`src/trc_pkg.sv`:
```
// Constants shared by the tank remote codec
package trc_pkg;
  // ---------------------------------------------------------------
  // Clock and timing
  // ---------------------------------------------------------------
  localparam int unsigned CLK_HZ       = 20_000_000;
  localparam int unsigned REF_HZ       = 500;
  localparam int unsigned REF_DIV      = CLK_HZ / REF_HZ;
  localparam logic [3:0]  DECADE_LAST  = 4'h9;
  localparam int unsigned SETTLE_US    = 1000;
  localparam int unsigned SETTLE_CYC   = CLK_HZ / 1_000_000 * SETTLE_US;
  localparam int unsigned CODE_PULSE_MS = 23;
  localparam int unsigned CODE_REPEAT_MS = 185;

  // ---------------------------------------------------------------
  // Direction switch bits and track bits
  // ---------------------------------------------------------------
  localparam int DIR_FWD = 0;
  localparam int DIR_REV = 1;
  localparam int DIR_LEFT = 2;
  localparam int DIR_RIGHT = 3;
  localparam int TRK_LF = 0;
  localparam int TRK_LR = 1;
  localparam int TRK_RF = 2;
  localparam int TRK_RR = 3;

  // ---------------------------------------------------------------
  // Encoder input lines (active low at the pins)
  // ---------------------------------------------------------------
  localparam int ENC_A = 0;
  localparam int ENC_B = 1;
  localparam int ENC_C = 2;
  localparam int ENC_D = 3;
  localparam int ENC_E = 4;
  localparam int ENC_F = 5;
  localparam int ENC_G = 6;
  localparam int ENC_H = 7;
  localparam int ENC_J = 8;
  localparam int ENC_K = 9;
  localparam int ENC_L = 10;
  localparam int ENC_W = 11;

  // ---------------------------------------------------------------
  // Received 5-bit code fields
  // ---------------------------------------------------------------
  localparam int CODE_FIRE = 0;
  localparam int CODE_DIR_LO = 1;
  localparam int CODE_DIR_HI = 3;
  localparam int CODE_PLAYER = 4;
  localparam logic [2:0] P1_STOP  = 3'h4;
  localparam logic [2:0] P1_FWD   = 3'h0;
  localparam logic [2:0] P1_REV   = 3'h3;
  localparam logic [2:0] P1_LEFT  = 3'h2;
  localparam logic [2:0] P1_RIGHT = 3'h1;
  localparam logic [2:0] P2_FWD   = 3'h4;
  localparam logic [2:0] P2_REV   = 3'h7;
  localparam logic [2:0] P2_LEFT  = 3'h6;
  localparam logic [2:0] P2_RIGHT = 3'h5;
  localparam logic [2:0] P2_RESET = 3'h2;

  // ---------------------------------------------------------------
  // Register map
  // ---------------------------------------------------------------
  localparam logic [7:0] REG_CTRL   = 8'h00;
  localparam logic [7:0] REG_STATUS = 8'h04;
  localparam int CTRL_RX_EN = 0;
  localparam logic [31:0] CTRL_RESET = 32'h0000_0001;
  localparam logic [1:0] RESP_OKAY   = 2'h0;
  localparam logic [1:0] RESP_SLVERR = 2'h2;
endpackage

```
`src/trc_codec.sv`:
```
// Tank remote transmitter slot encoder and receiver code decoder
`timescale 1ns/100ps

// How it works
// - 500 Hz reference, two decade dividers, then a toggle flip-flop.
// - Toggle gives two exclusive alternating 200 ms player slots.
// - Reset switch seizes slot one to send the game reset code.
// - Shared direction lines carry player one in slot one, two in two.
// - Directions, slots, reset, fires combine into active-low encoder code.
// - Every state, stopped included, yields a nonzero code each slot.
// - Codes arrive as about 23 ms pulses every 185 ms.
// - Code decodes to four track signals, two strobes, game reset.
// - Track signals latch on the strobe of the addressed player.
// - Latched tracks drive the game chip's control switches.
module trc_codec
  import trc_pkg::*;
#(
  parameter int unsigned REF_DIV_P    = REF_DIV,    // Cycles per 500 Hz tick
  parameter int unsigned SETTLE_CYC_P = SETTLE_CYC  // Code settle cycles
) (
  input  wire logic        mclk,                       // 20 MHz clock
  input  wire logic        reset_n,                    // Sync reset
  input  wire logic [3:0]  first_player_direction_in,  // Player one switches
  input  wire logic [3:0]  second_player_direction_in, // Player two switches
  input  wire logic        first_player_fire,          // Player one fire
  input  wire logic        second_player_fire,         // Player two fire
  input  wire logic        game_reset_request,         // Reset switch
  output logic [3:0]       shared_direction_lines,     // Muxed directions
  output logic             first_slot,                 // Slot one active
  output logic             second_slot,                // Slot two active
  output logic [10:0]      encoder_code_n,             // Encoder inputs
  input  wire logic [4:0]  received_code,              // Decoder code pins
  output logic [3:0]       first_player_tracks,        // Player one switches
  output logic [3:0]       second_player_tracks,       // Player two switches
  output logic             first_player_fire_out,      // Player one fire
  output logic             second_player_fire_out,     // Player two fire
  output logic             first_player_strobe,        // Player one strobe
  output logic             second_player_strobe,       // Player two strobe
  output logic             game_reset_out,             // Game reset
  input  wire logic [31:0] s_axi_awaddr,               // Write address
  input  wire logic        s_axi_awvalid,              // Write addr valid
  output logic             s_axi_awready,              // Write addr ready
  input  wire logic [31:0] s_axi_wdata,                // Write data
  input  wire logic [3:0]  s_axi_wstrb,                // Write strobes
  input  wire logic        s_axi_wvalid,               // Write data valid
  output logic             s_axi_wready,               // Write data ready
  output logic [1:0]       s_axi_bresp,                // Write response
  output logic             s_axi_bvalid,               // Write resp valid
  input  wire logic        s_axi_bready,               // Write resp ready
  input  wire logic [31:0] s_axi_araddr,               // Read address
  input  wire logic        s_axi_arvalid,              // Read addr valid
  output logic             s_axi_arready,              // Read addr ready
  output logic [31:0]      s_axi_rdata,                // Read data
  output logic [1:0]       s_axi_rresp,                // Read response
  output logic             s_axi_rvalid,               // Read data valid
  input  wire logic        s_axi_rready                // Read data ready
);

  typedef struct packed {
    logic [1:0][3:0] dir1_sync;
    logic [1:0][3:0] dir2_sync;
    logic [1:0][2:0] misc_sync;    // Fire one, fire two, reset
    logic [1:0][4:0] code_sync;
    logic [15:0]     ref_cnt;
    logic [3:0]      dec1;
    logic [3:0]      dec2;
    logic            slot_tog;
    logic [3:0]      shared;
    logic [10:0]     enc_n;
    logic [4:0]      code_prev;
    logic [15:0]     settle_cnt;
    logic            accepted;
    logic [3:0]      trk1;
    logic [3:0]      trk2;
    logic            fire1;
    logic            fire2;
    logic            stb1;
    logic            stb2;
    logic            greset;
    logic [31:0]     ctrl;
    logic            bvalid;
    logic [1:0]      bresp;
    logic            rvalid;
    logic [1:0]      rresp;
    logic [31:0]     rdata;
  } trc_state_type;

  trc_state_type s_q;
  trc_state_type s_d;

  // Track pattern for a direction field
  function automatic logic [3:0] trc_tracks(input logic [2:0] dir,
                                            input logic       p1);
    logic [3:0] t;
    t = 4'h0;
    if (dir == (p1 ? P1_FWD : P2_FWD)) begin
      t[TRK_LF] = 1'b1;
      t[TRK_RF] = 1'b1;
    end else if (dir == (p1 ? P1_REV : P2_REV)) begin
      t[TRK_LR] = 1'b1;
      t[TRK_RR] = 1'b1;
    end else if (dir == (p1 ? P1_LEFT : P2_LEFT)) begin
      t[TRK_RF] = 1'b1;
      t[TRK_LR] = 1'b1;
    end else if (dir == (p1 ? P1_RIGHT : P2_RIGHT)) begin
      t[TRK_LF] = 1'b1;
      t[TRK_RR] = 1'b1;
    end
    return t;
  endfunction

  always_comb begin
    logic [3:0]       dirs;
    logic             moving;
    logic             ref_tick;
    logic             tick1;
    logic             tick2;
    logic [ENC_W-1:0] e;
    logic [2:0]       dfield;
    logic             wr_go;
    logic             rd_go;
    dirs     = 4'h0;
    moving   = 1'b0;
    ref_tick = 1'b0;
    tick1    = 1'b0;
    tick2    = 1'b0;
    e        = '0;
    dfield   = 3'h0;
    wr_go    = 1'b0;
    rd_go    = 1'b0;
    s_d      = s_q;

    // -------------------------------------------------------------
    // Input synchronisers
    // -------------------------------------------------------------
    s_d.dir1_sync = {s_q.dir1_sync[0], first_player_direction_in};
    s_d.dir2_sync = {s_q.dir2_sync[0], second_player_direction_in};
    s_d.misc_sync = {s_q.misc_sync[0], {first_player_fire,
                     second_player_fire, game_reset_request}};
    s_d.code_sync = {s_q.code_sync[0], received_code};

    // -------------------------------------------------------------
    // Timing chain
    // -------------------------------------------------------------
    if (s_q.ref_cnt == 16'(REF_DIV_P - 1)) begin
      s_d.ref_cnt = '0;
      ref_tick    = 1'b1;
    end else begin
      s_d.ref_cnt = s_q.ref_cnt + 16'h0001;
    end
    if (ref_tick) begin
      tick1   = (s_q.dec1 == DECADE_LAST);
      s_d.dec1 = tick1 ? 4'h0 : s_q.dec1 + 4'h1;
    end
    if (tick1) begin
      tick2   = (s_q.dec2 == DECADE_LAST);
      s_d.dec2 = tick2 ? 4'h0 : s_q.dec2 + 4'h1;
    end
    // Toggle every 100 pulses gives 200 ms per slot
    if (tick2) begin
      s_d.slot_tog = ~s_q.slot_tog;
    end

    // -------------------------------------------------------------
    // Player multiplexer and encoder
    // -------------------------------------------------------------
    s_d.shared = s_q.slot_tog ? s_q.dir2_sync[1] : s_q.dir1_sync[1];
    dirs   = s_q.shared;
    moving = |dirs;
    // Encoding runs in every slot; the stopped tank has its own code
    if (!s_q.slot_tog && s_q.misc_sync[1][0]) begin
      e[ENC_B] = 1'b1;
      e[ENC_H] = 1'b1;
    end else begin
      e[ENC_A] = dirs[DIR_REV];
      e[ENC_B] = dirs[DIR_LEFT];
      e[ENC_C] = dirs[DIR_RIGHT];
      e[ENC_D] = dirs[DIR_FWD];
      if (!s_q.slot_tog) begin
        e[ENC_E] = ~moving;
        e[ENC_F] = s_q.misc_sync[1][2];
        e[ENC_J] = ~s_q.misc_sync[1][2];
      end else if (moving) begin
        e[ENC_G] = s_q.misc_sync[1][1];
        e[ENC_K] = ~s_q.misc_sync[1][1];
      end else begin
        e[ENC_A] = 1'b1;
        e[ENC_H] = s_q.misc_sync[1][1];
        e[ENC_L] = ~s_q.misc_sync[1][1];
      end
    end
    s_d.enc_n = ~e;

    // -------------------------------------------------------------
    // Receiver decoding
    // -------------------------------------------------------------
    s_d.stb1      = 1'b0;
    s_d.stb2      = 1'b0;
    s_d.code_prev = s_q.code_sync[1];
    dfield        = s_q.code_sync[1][CODE_DIR_HI:CODE_DIR_LO];
    // Every valid code is nonzero, so zero means no pulse
    if (s_q.code_sync[1] == 5'h00) begin
      s_d.settle_cnt = '0;
      s_d.accepted   = 1'b0;
      s_d.greset     = 1'b0;
    end else if (s_q.code_sync[1] != s_q.code_prev) begin
      // Bits may skew at pulse edges; restart the settle time
      s_d.settle_cnt = '0;
    end else if (s_q.settle_cnt != 16'(SETTLE_CYC_P)) begin
      s_d.settle_cnt = s_q.settle_cnt + 16'h0001;
    end else if (!s_q.accepted && s_q.ctrl[CTRL_RX_EN]) begin
      s_d.accepted = 1'b1;
      if (s_q.code_sync[1][CODE_PLAYER]) begin
        s_d.stb1  = 1'b1;
        s_d.trk1  = trc_tracks(dfield, 1'b1);
        s_d.fire1 = s_q.code_sync[1][CODE_FIRE];
      end else if (dfield == P2_RESET) begin
        s_d.greset = 1'b1;
      end else begin
        s_d.stb2  = 1'b1;
        s_d.trk2  = trc_tracks(dfield, 1'b0);
        s_d.fire2 = s_q.code_sync[1][CODE_FIRE];
      end
    end
    // Tracks not addressed keep their value

    // -------------------------------------------------------------
    // Register slave
    // -------------------------------------------------------------
    wr_go = s_axi_awvalid && s_axi_wvalid && !s_q.bvalid;
    rd_go = s_axi_arvalid && !s_q.rvalid;
    if (s_q.bvalid && s_axi_bready) begin
      s_d.bvalid = 1'b0;
    end
    if (wr_go) begin
      s_d.bvalid = 1'b1;
      s_d.bresp  = RESP_OKAY;
      if (s_axi_awaddr[7:0] == REG_CTRL) begin
        for (int i = 0; i < 4; i++) begin
          if (s_axi_wstrb[i]) begin
            s_d.ctrl[i*8 +: 8] = s_axi_wdata[i*8 +: 8];
          end
        end
      end else if (s_axi_awaddr[7:0] != REG_STATUS) begin
        s_d.bresp = RESP_SLVERR;
      end
    end
    if (s_q.rvalid && s_axi_rready) begin
      s_d.rvalid = 1'b0;
    end
    if (rd_go) begin
      s_d.rvalid = 1'b1;
      s_d.rresp  = RESP_OKAY;
      s_d.rdata  = '0;
      if (s_axi_araddr[7:0] == REG_CTRL) begin
        s_d.rdata = s_q.ctrl;
      end else if (s_axi_araddr[7:0] == REG_STATUS) begin
        s_d.rdata = {3'h0, s_q.code_sync[1], s_q.greset,
                     s_q.fire2, s_q.fire1, s_q.slot_tog,
                     s_q.trk2, s_q.trk1, 1'b0, s_q.enc_n};
      end else begin
        s_d.rresp = RESP_SLVERR;
      end
    end
  end

  always_ff @(posedge mclk) begin
    if (!reset_n) begin
      s_q          <= '0;
      s_q.enc_n    <= '1;
      s_q.code_prev <= '0;
      s_q.ctrl     <= CTRL_RESET;
    end else begin
      s_q <= s_d;
    end
  end

  assign shared_direction_lines = s_q.shared;
  assign first_slot             = ~s_q.slot_tog;
  assign second_slot            = s_q.slot_tog;
  assign encoder_code_n         = s_q.enc_n;
  assign first_player_tracks    = s_q.trk1;
  assign second_player_tracks   = s_q.trk2;
  assign first_player_fire_out  = s_q.fire1;
  assign second_player_fire_out = s_q.fire2;
  assign first_player_strobe    = s_q.stb1;
  assign second_player_strobe   = s_q.stb2;
  assign game_reset_out         = s_q.greset;
  assign s_axi_awready          = s_axi_awvalid && s_axi_wvalid && !s_q.bvalid;
  assign s_axi_wready           = s_axi_awvalid && s_axi_wvalid && !s_q.bvalid;
  assign s_axi_bvalid           = s_q.bvalid;
  assign s_axi_bresp            = s_q.bresp;
  assign s_axi_arready          = !s_q.rvalid;
  assign s_axi_rvalid           = s_q.rvalid;
  assign s_axi_rresp            = s_q.rresp;
  assign s_axi_rdata            = s_q.rdata;

endmodule

```
`config.mk`:
```
export PLATFORM = sky130hd
export DESIGN_NAME = trc_codec
export DESIGN_NICKNAME = d
export VERILOG_FILES = /design/src/trc_pkg.sv /design/src/trc_codec.sv
export SDC_FILE = /design/constraint.sdc
export NUM_CORES = 1
export LEC_CHECK = 0
export BUFFER_PORTS_ARGS = -buffer_cell sky130_fd_sc_hd__buf_2
export CAP_MARGIN = 20
export CORE_MARGIN = 5
export CORE_UTILIZATION = 48
export DETAILED_ROUTE_END_ITERATION = 12
export HOLD_SLACK_MARGIN = 0.03
export PLACE_DENSITY_LB_ADDON = 0.15
export SETUP_SLACK_MARGIN = 0.4
export SYNTH_ARGS = -nofsm -noshare
export SYNTH_HDL_FRONTEND = slang
export SYNTH_SLANG_ARGS = --single-unit
export TNS_END_PERCENT = 1
```
`constraint.sdc`:
```
create_clock -name mclk -period 1.77 [get_ports mclk]
set_input_delay 0.354 -clock mclk [delete_from_list [all_inputs] [get_ports mclk]]
set_output_delay 0.354 -clock mclk [all_outputs]
set_load 0.005 [all_outputs]
```
### Word-level counts from Yosys, hierarchy flattened

Index checks and enable logic that the tools add are counted.

| word-level totals | value |
|---|---|
| memory bits (writable) | 0 |
| output and inout bits | 71 |
| logic and storage cells | 149 |
| memory bits (read-only) | 0 |
| latch bits | 0 |
| register bits | 177 |
| memories | 0 |
| bits of input ports | 123 |

| cells by class | value |
|---|---|
| multiply operators | 0 |
| multiplexer cells | 55 |
| reduce and logical (&&, ||, !) cells | 31 |
| divide/modulo/power cells | 0 |
| bitwise logic cells | 12 |
| add/sub/neg operators | 4 |
| $lt $le $gt $ge | 0 |
| shift operators | 0 |
| eq/ne operators | 14 |

Operators with widths:

| operator | number |
|---|---|
| $mux 1 | 37 |
| $mux 35 | 1 |
| $add 16x1->16 const B | 2 |
| $mux 32 | 1 |
| $mux 29 | 1 |
| $mux 2 | 9 |
| $eq 16x16->1 const B | 1 |
| $logic_not 8->1 | 2 |
| $ne 16x15->1 const B | 1 |
| $reduce_and 3->1 | 5 |
| $eq 3x3->1 const B | 4 |
| $mux 4 | 3 |
| $not 1->1 | 11 |
| $not 11->11 | 1 |
| $reduce_and 5->1 | 2 |
| $add 4x1->4 const B | 2 |
| $eq 4x4->1 const B | 2 |
| $eq 8x3->1 const B | 1 |
| $ne 8x3->1 const B | 1 |
| $logic_and 1x1->1 | 7 |
| $eq 3x2->1 const B | 2 |
| $mux 3 | 2 |
| $reduce_and 6->1 | 1 |
| $reduce_or 6->1 | 1 |
| 11 further kinds | 16 |

### Longest topological paths before layout

| logic depth | value |
|---|---|
| word-level depth | 5 |
| depth in mapped cells | 8 |
| depth with buffers taken out | 6 |

### Least setup slack after synthesis

No wires, ideal clock.

| timing path | value |
|---|---|
| path kind | reg-to-reg |
| start | register s_q[92] (netlist name) |
| end | register s_q, in the netlist first_player_fire_out |
| arrival | 1.857 ns |
| cell stages (with the launch flop) | 6 |
| setup time | 0.072 ns |
| setup slack | -0.159 ns |
| clock period less this slack | 1.929 ns |
| cell sequence | dfxtp_1 or4b_4 nor4_4 and4_1 buf_4 mux2i_1 |

| on the way | value |
|---|---|
| cells in the longest elaborated chain, start to end | 3 |

Ends and longest elaborated chain:

| element | line | RTL |
|---|---|---|
| from (decl) | trc_codec.sv:88 | `trc_state_type s_q;` |
| $ne 16x15->1 | trc_codec.sv:209 | `end else if (s_q.settle_cnt != 16'(SETTLE_CYC_P)) begin` |
| $not 1->1 (no source line) | n/a |  |
| $reduce_and 5->1 (no source line) | n/a |  |

Every way passes these cells.
A chain may end at the register's enable or synchronous reset.

### Worst setup path after layout

| timing path | value |
|---|---|
| start | register s_q[92] (netlist name) |
| end | register s_q, in the netlist first_player_tracks[2] |

The elaborated chain is that of the path after synthesis.

==> key figures <==
Final layout
  – Register Area: 3520 um2
  – Multi-input combinational cell area: 3520 um2
  – Most frequent cells in the layout: dfxtp_1, buf_2, nand2_1
  – Share of cells above drive strength 1: 0.353
  – Post-layout nets: 1033
  – Non-Filler Instances: 1109
  – Synthesis-to-finish area growth: 23.8%
  – Filler Cells Inserted: 1341
  – Most common cell after layout, fill and taps aside: dfxtp_1

Synthesis
  – Top cell type's share of synthesized area: 0.473
  – Top FF cell, synth: dfxtp_1
  – Number of synthesized register bits: 175
  – Leading area contributor after synthesis: dfxtp_1
  – Synth async-reset ratio: 0
  – Synth cell types: 56
  – Post-synth EDFFs: 0
  – Syn Area/Cell: 9.31 um2
  – Syn Std Cell Area: 7400 um2
  – Sequential share of the synthesized area: 0.473
  – Cell count after synthesis: 795
  – Synth warn: 0
  – Synth area leaders: dfxtp_1, mux2i_1, buf_4

Clocking
  – CTS Buffer Depth: 2
  – H-tree depth: 4
  – CTS tree: done
  – Hold_buf cts: 0
  – CTS Buf Count: 17
  – Clock Latency Late Sink: 430 ps
  – Clock-pin slew on the worst setup and hold paths: 70 ps
  – Root Buffer: clkbuf_16
  – CTS Sinks: 175

Setup path
  – Startpoint types: flip-flop
  – CP cell instances: or4b_4, nor4_4, buf_4, and4_1, buf_6, mux2i_1
  – Maximum fanout along the worst path: 5
  – Endpoint class of the critical path: flip-flop
  – Slowest stage cell, crit path: or4b_4
  – CP peak stage delay: 550 ps
  – Arr. time, crit path: 2250 ps
  – Crit Path Class: reg -> reg
  – Crit path required time: 2120 ps

Timing
  – RSZ-0062 raised after global routing: true
  – Number of setup violations in the final report: 14
  – Clock Skews: 8.68 ps
  – Final TNS setup: -1270 ps
  – Final setup margin: -129 ps
  – Slew headroom: 0.666
  – Final hold vios: 0
  – Fmax: 527 MHz
  – Max Slew Vio Count: 0
  – Period minus WS final: 1900 ps
  – Final worst-path cycle share: 1.07
  – Actual slew at the worst max-slew pin: 499 ps

Floorplanning
  – Row count: 45
  – Die Span X: 134 um
  – Core footprint: 15100 um2
  – Die Height: 134 um
  – Die area: 18000 um2
  – Initial Utilization: 0.489
  – IO Count: 194

Status
  – Failing checks: negative setup slack
  – Status: finished with violations

Global route
  – Met3 Track Usage GR: 0.0491
  – Largest net degree at the start of global routing: 40
  – GRT Resource Usage Total: 0.195
  – Met1 usage: 0.239
  – Final global-route overflow total: 0
  – Antenna violations before repair: 1
  – GR peak layer: met2
  – M2 GR Usage: 0.336
  – Vias in the first global route: 5841
  – First-pass GRT wire length: 28400 um

Place
  – # placed instances: 1075
  – Place WS: -282 ps
  – IO Port Bufs: 143
  – Gp weighted congestion: 0.834
  – HPWL after DPL: 12300 um

Run
  – Max cap viols: 0

Pwr
  – Tot Pwr: 8060 uW
  – Int Power: 6170 uW
  – Psw: 1890 uW
  – Reg power frac: 0.500
  – Worst IR Drop VDD: 0.615 mV
  – Comb power frac: 0.058
  – Clock Power Share: 0.442
  – Sw frac: 0.235
  – Pwr Density: 879 nW/um2
  – Static Leak: 0.00386 uW

Routing
  – Detailed-route via count: 5728
  – Initial drt markers: 226
  – Routed WL per cell: 15.9 um
  – Antenna Violating Nets Remaining: 0
  – WL final: 17600 um
  – TritonRoute pass-1 iters: 4
  – DR vias/cell: 5.17
  – Drt drc: 0

Min path
  – Worst hold path type: in -> reg
## path summary, 6_finish.rpt
check                                     start                                  end  slack, ps  cells past startpoint
setup / recovery           s_q[92]$_SDFFE_PP0P_  first_player_tracks[2]$_SDFFE_PN0P_       -130                      6
hold / removal    second_player_direction_in[2]                  s_d[167]$_SDFF_PN0_        130                      2
setup reg to reg           s_q[92]$_SDFFE_PP0P_  first_player_tracks[2]$_SDFFE_PN0P_       -130                      6
hold reg to reg             s_q[160]$_SDFF_PN0_         encoder_code_n[5]$_SDFF_PN1_        390                      1
## repair_timing
action,4_1_cts,5_1_grt
gates resized for setup,63,31
setup buffers,1,0
gates cloned,0,0
pin swaps,54,36
setup endpoints to repair,94,99
## worst max-delay path, delay by kind of cell, from the launching register on
| kind | cells | cell delay, ps |
|---|---|---|
| and+or+nand+nor | 3 | 1030 |
| DFF | 1 | 310 |
| muxes | 1 | 180 |
| buffers and inverters | 2 | 310 |
## through the flow
step | hold WS, ps | utilization | instance area, um2
after floorplan | 353 | - | 7420
after global placement | 359 | 0.541 | 8200
after detailed placement | 377 | 0.541 | 8200
after CTS | 111 | 0.596 | 9020
after global routing | 111 | 0.605 | 9170
final | 127 | 0.605 | 9170
## sequential cells by signal, indices dropped and copies added, names as in the netlist
name                    count
encoder_code_n             11
first_player_fire_out       1
first_player_strobe         1
first_player_tracks         4
game_reset_out              1
s_axi_bresp                 1
s_axi_bvalid                1
s_axi_rdata                32
s_axi_rresp                 1
s_axi_rvalid                1
s_d                        21
s_q                        89
second_player_fire_out      1
second_player_strobe        1
second_player_tracks        4
second_slot                 1
shared_direction_lines      4
## final cells by class
cell class | instances | area share
sequential | 175 | 0.384
timing repair buffer | 197 | 0.137
multi-input combinational | 498 | 0.384
clock inverter | 14 | 0.0143
tap | 188 | 0.0257
antenna | 1 | 0.000273
inverter | 18 | 0.00764
clock buffer | 18 | 0.0468
## power groups by stage
stage	sequential (uW)	clock [uW]	combinational, uW
2_1_floorplan	4110	0	254
3_3_place_gp	4120	0	423
3_5_place_dp	4120	0	432
4_1_cts	4030	3650	453
5_1_grt	4040	3830	515
6_report	4030	3560	468
## metal layers
layer  vias up  wire length (um)
met5         -                 0
met2       136              8740
met4         0               282
met3        25               902
li1       2837                 -
met1      2730              7710
## logic make-up after synthesis
| logic type | after synthesis | synth area share |
|---|---|---|
| xor+xnor | 30 | 0.0355 |
| flops | 175 | 0.473 |
| mux | 78 | 0.110 |
| buf+inv | 123 | 0.0946 |
| fa+ha+maj | 3 | 0.00507 |
| simple gates | 320 | 0.218 |
| other cells | 1 | 0.000507 |
| compound gates | 65 | 0.0629 |
## cell usage after synthesis, drive strengths merged (3+ instances only)
cell type,instances
or4b,3
nor3,10
nor2,78
a32oi,4
clkbuf,35
xnor2,9
or3,5
and4,8
mux2,27
inv,18
nand4,13
ha,3
xor2,21
or4,4
o21ai,6
or3b,3
nand2b,11
and2,41
dfxtp,175
mux2i,51
buf,70
nor2b,3
nand3,20
a21oi,12
nor4,4
nand2,104
and3,6
a22oi,28
Power figures use the tool's default switching activity.
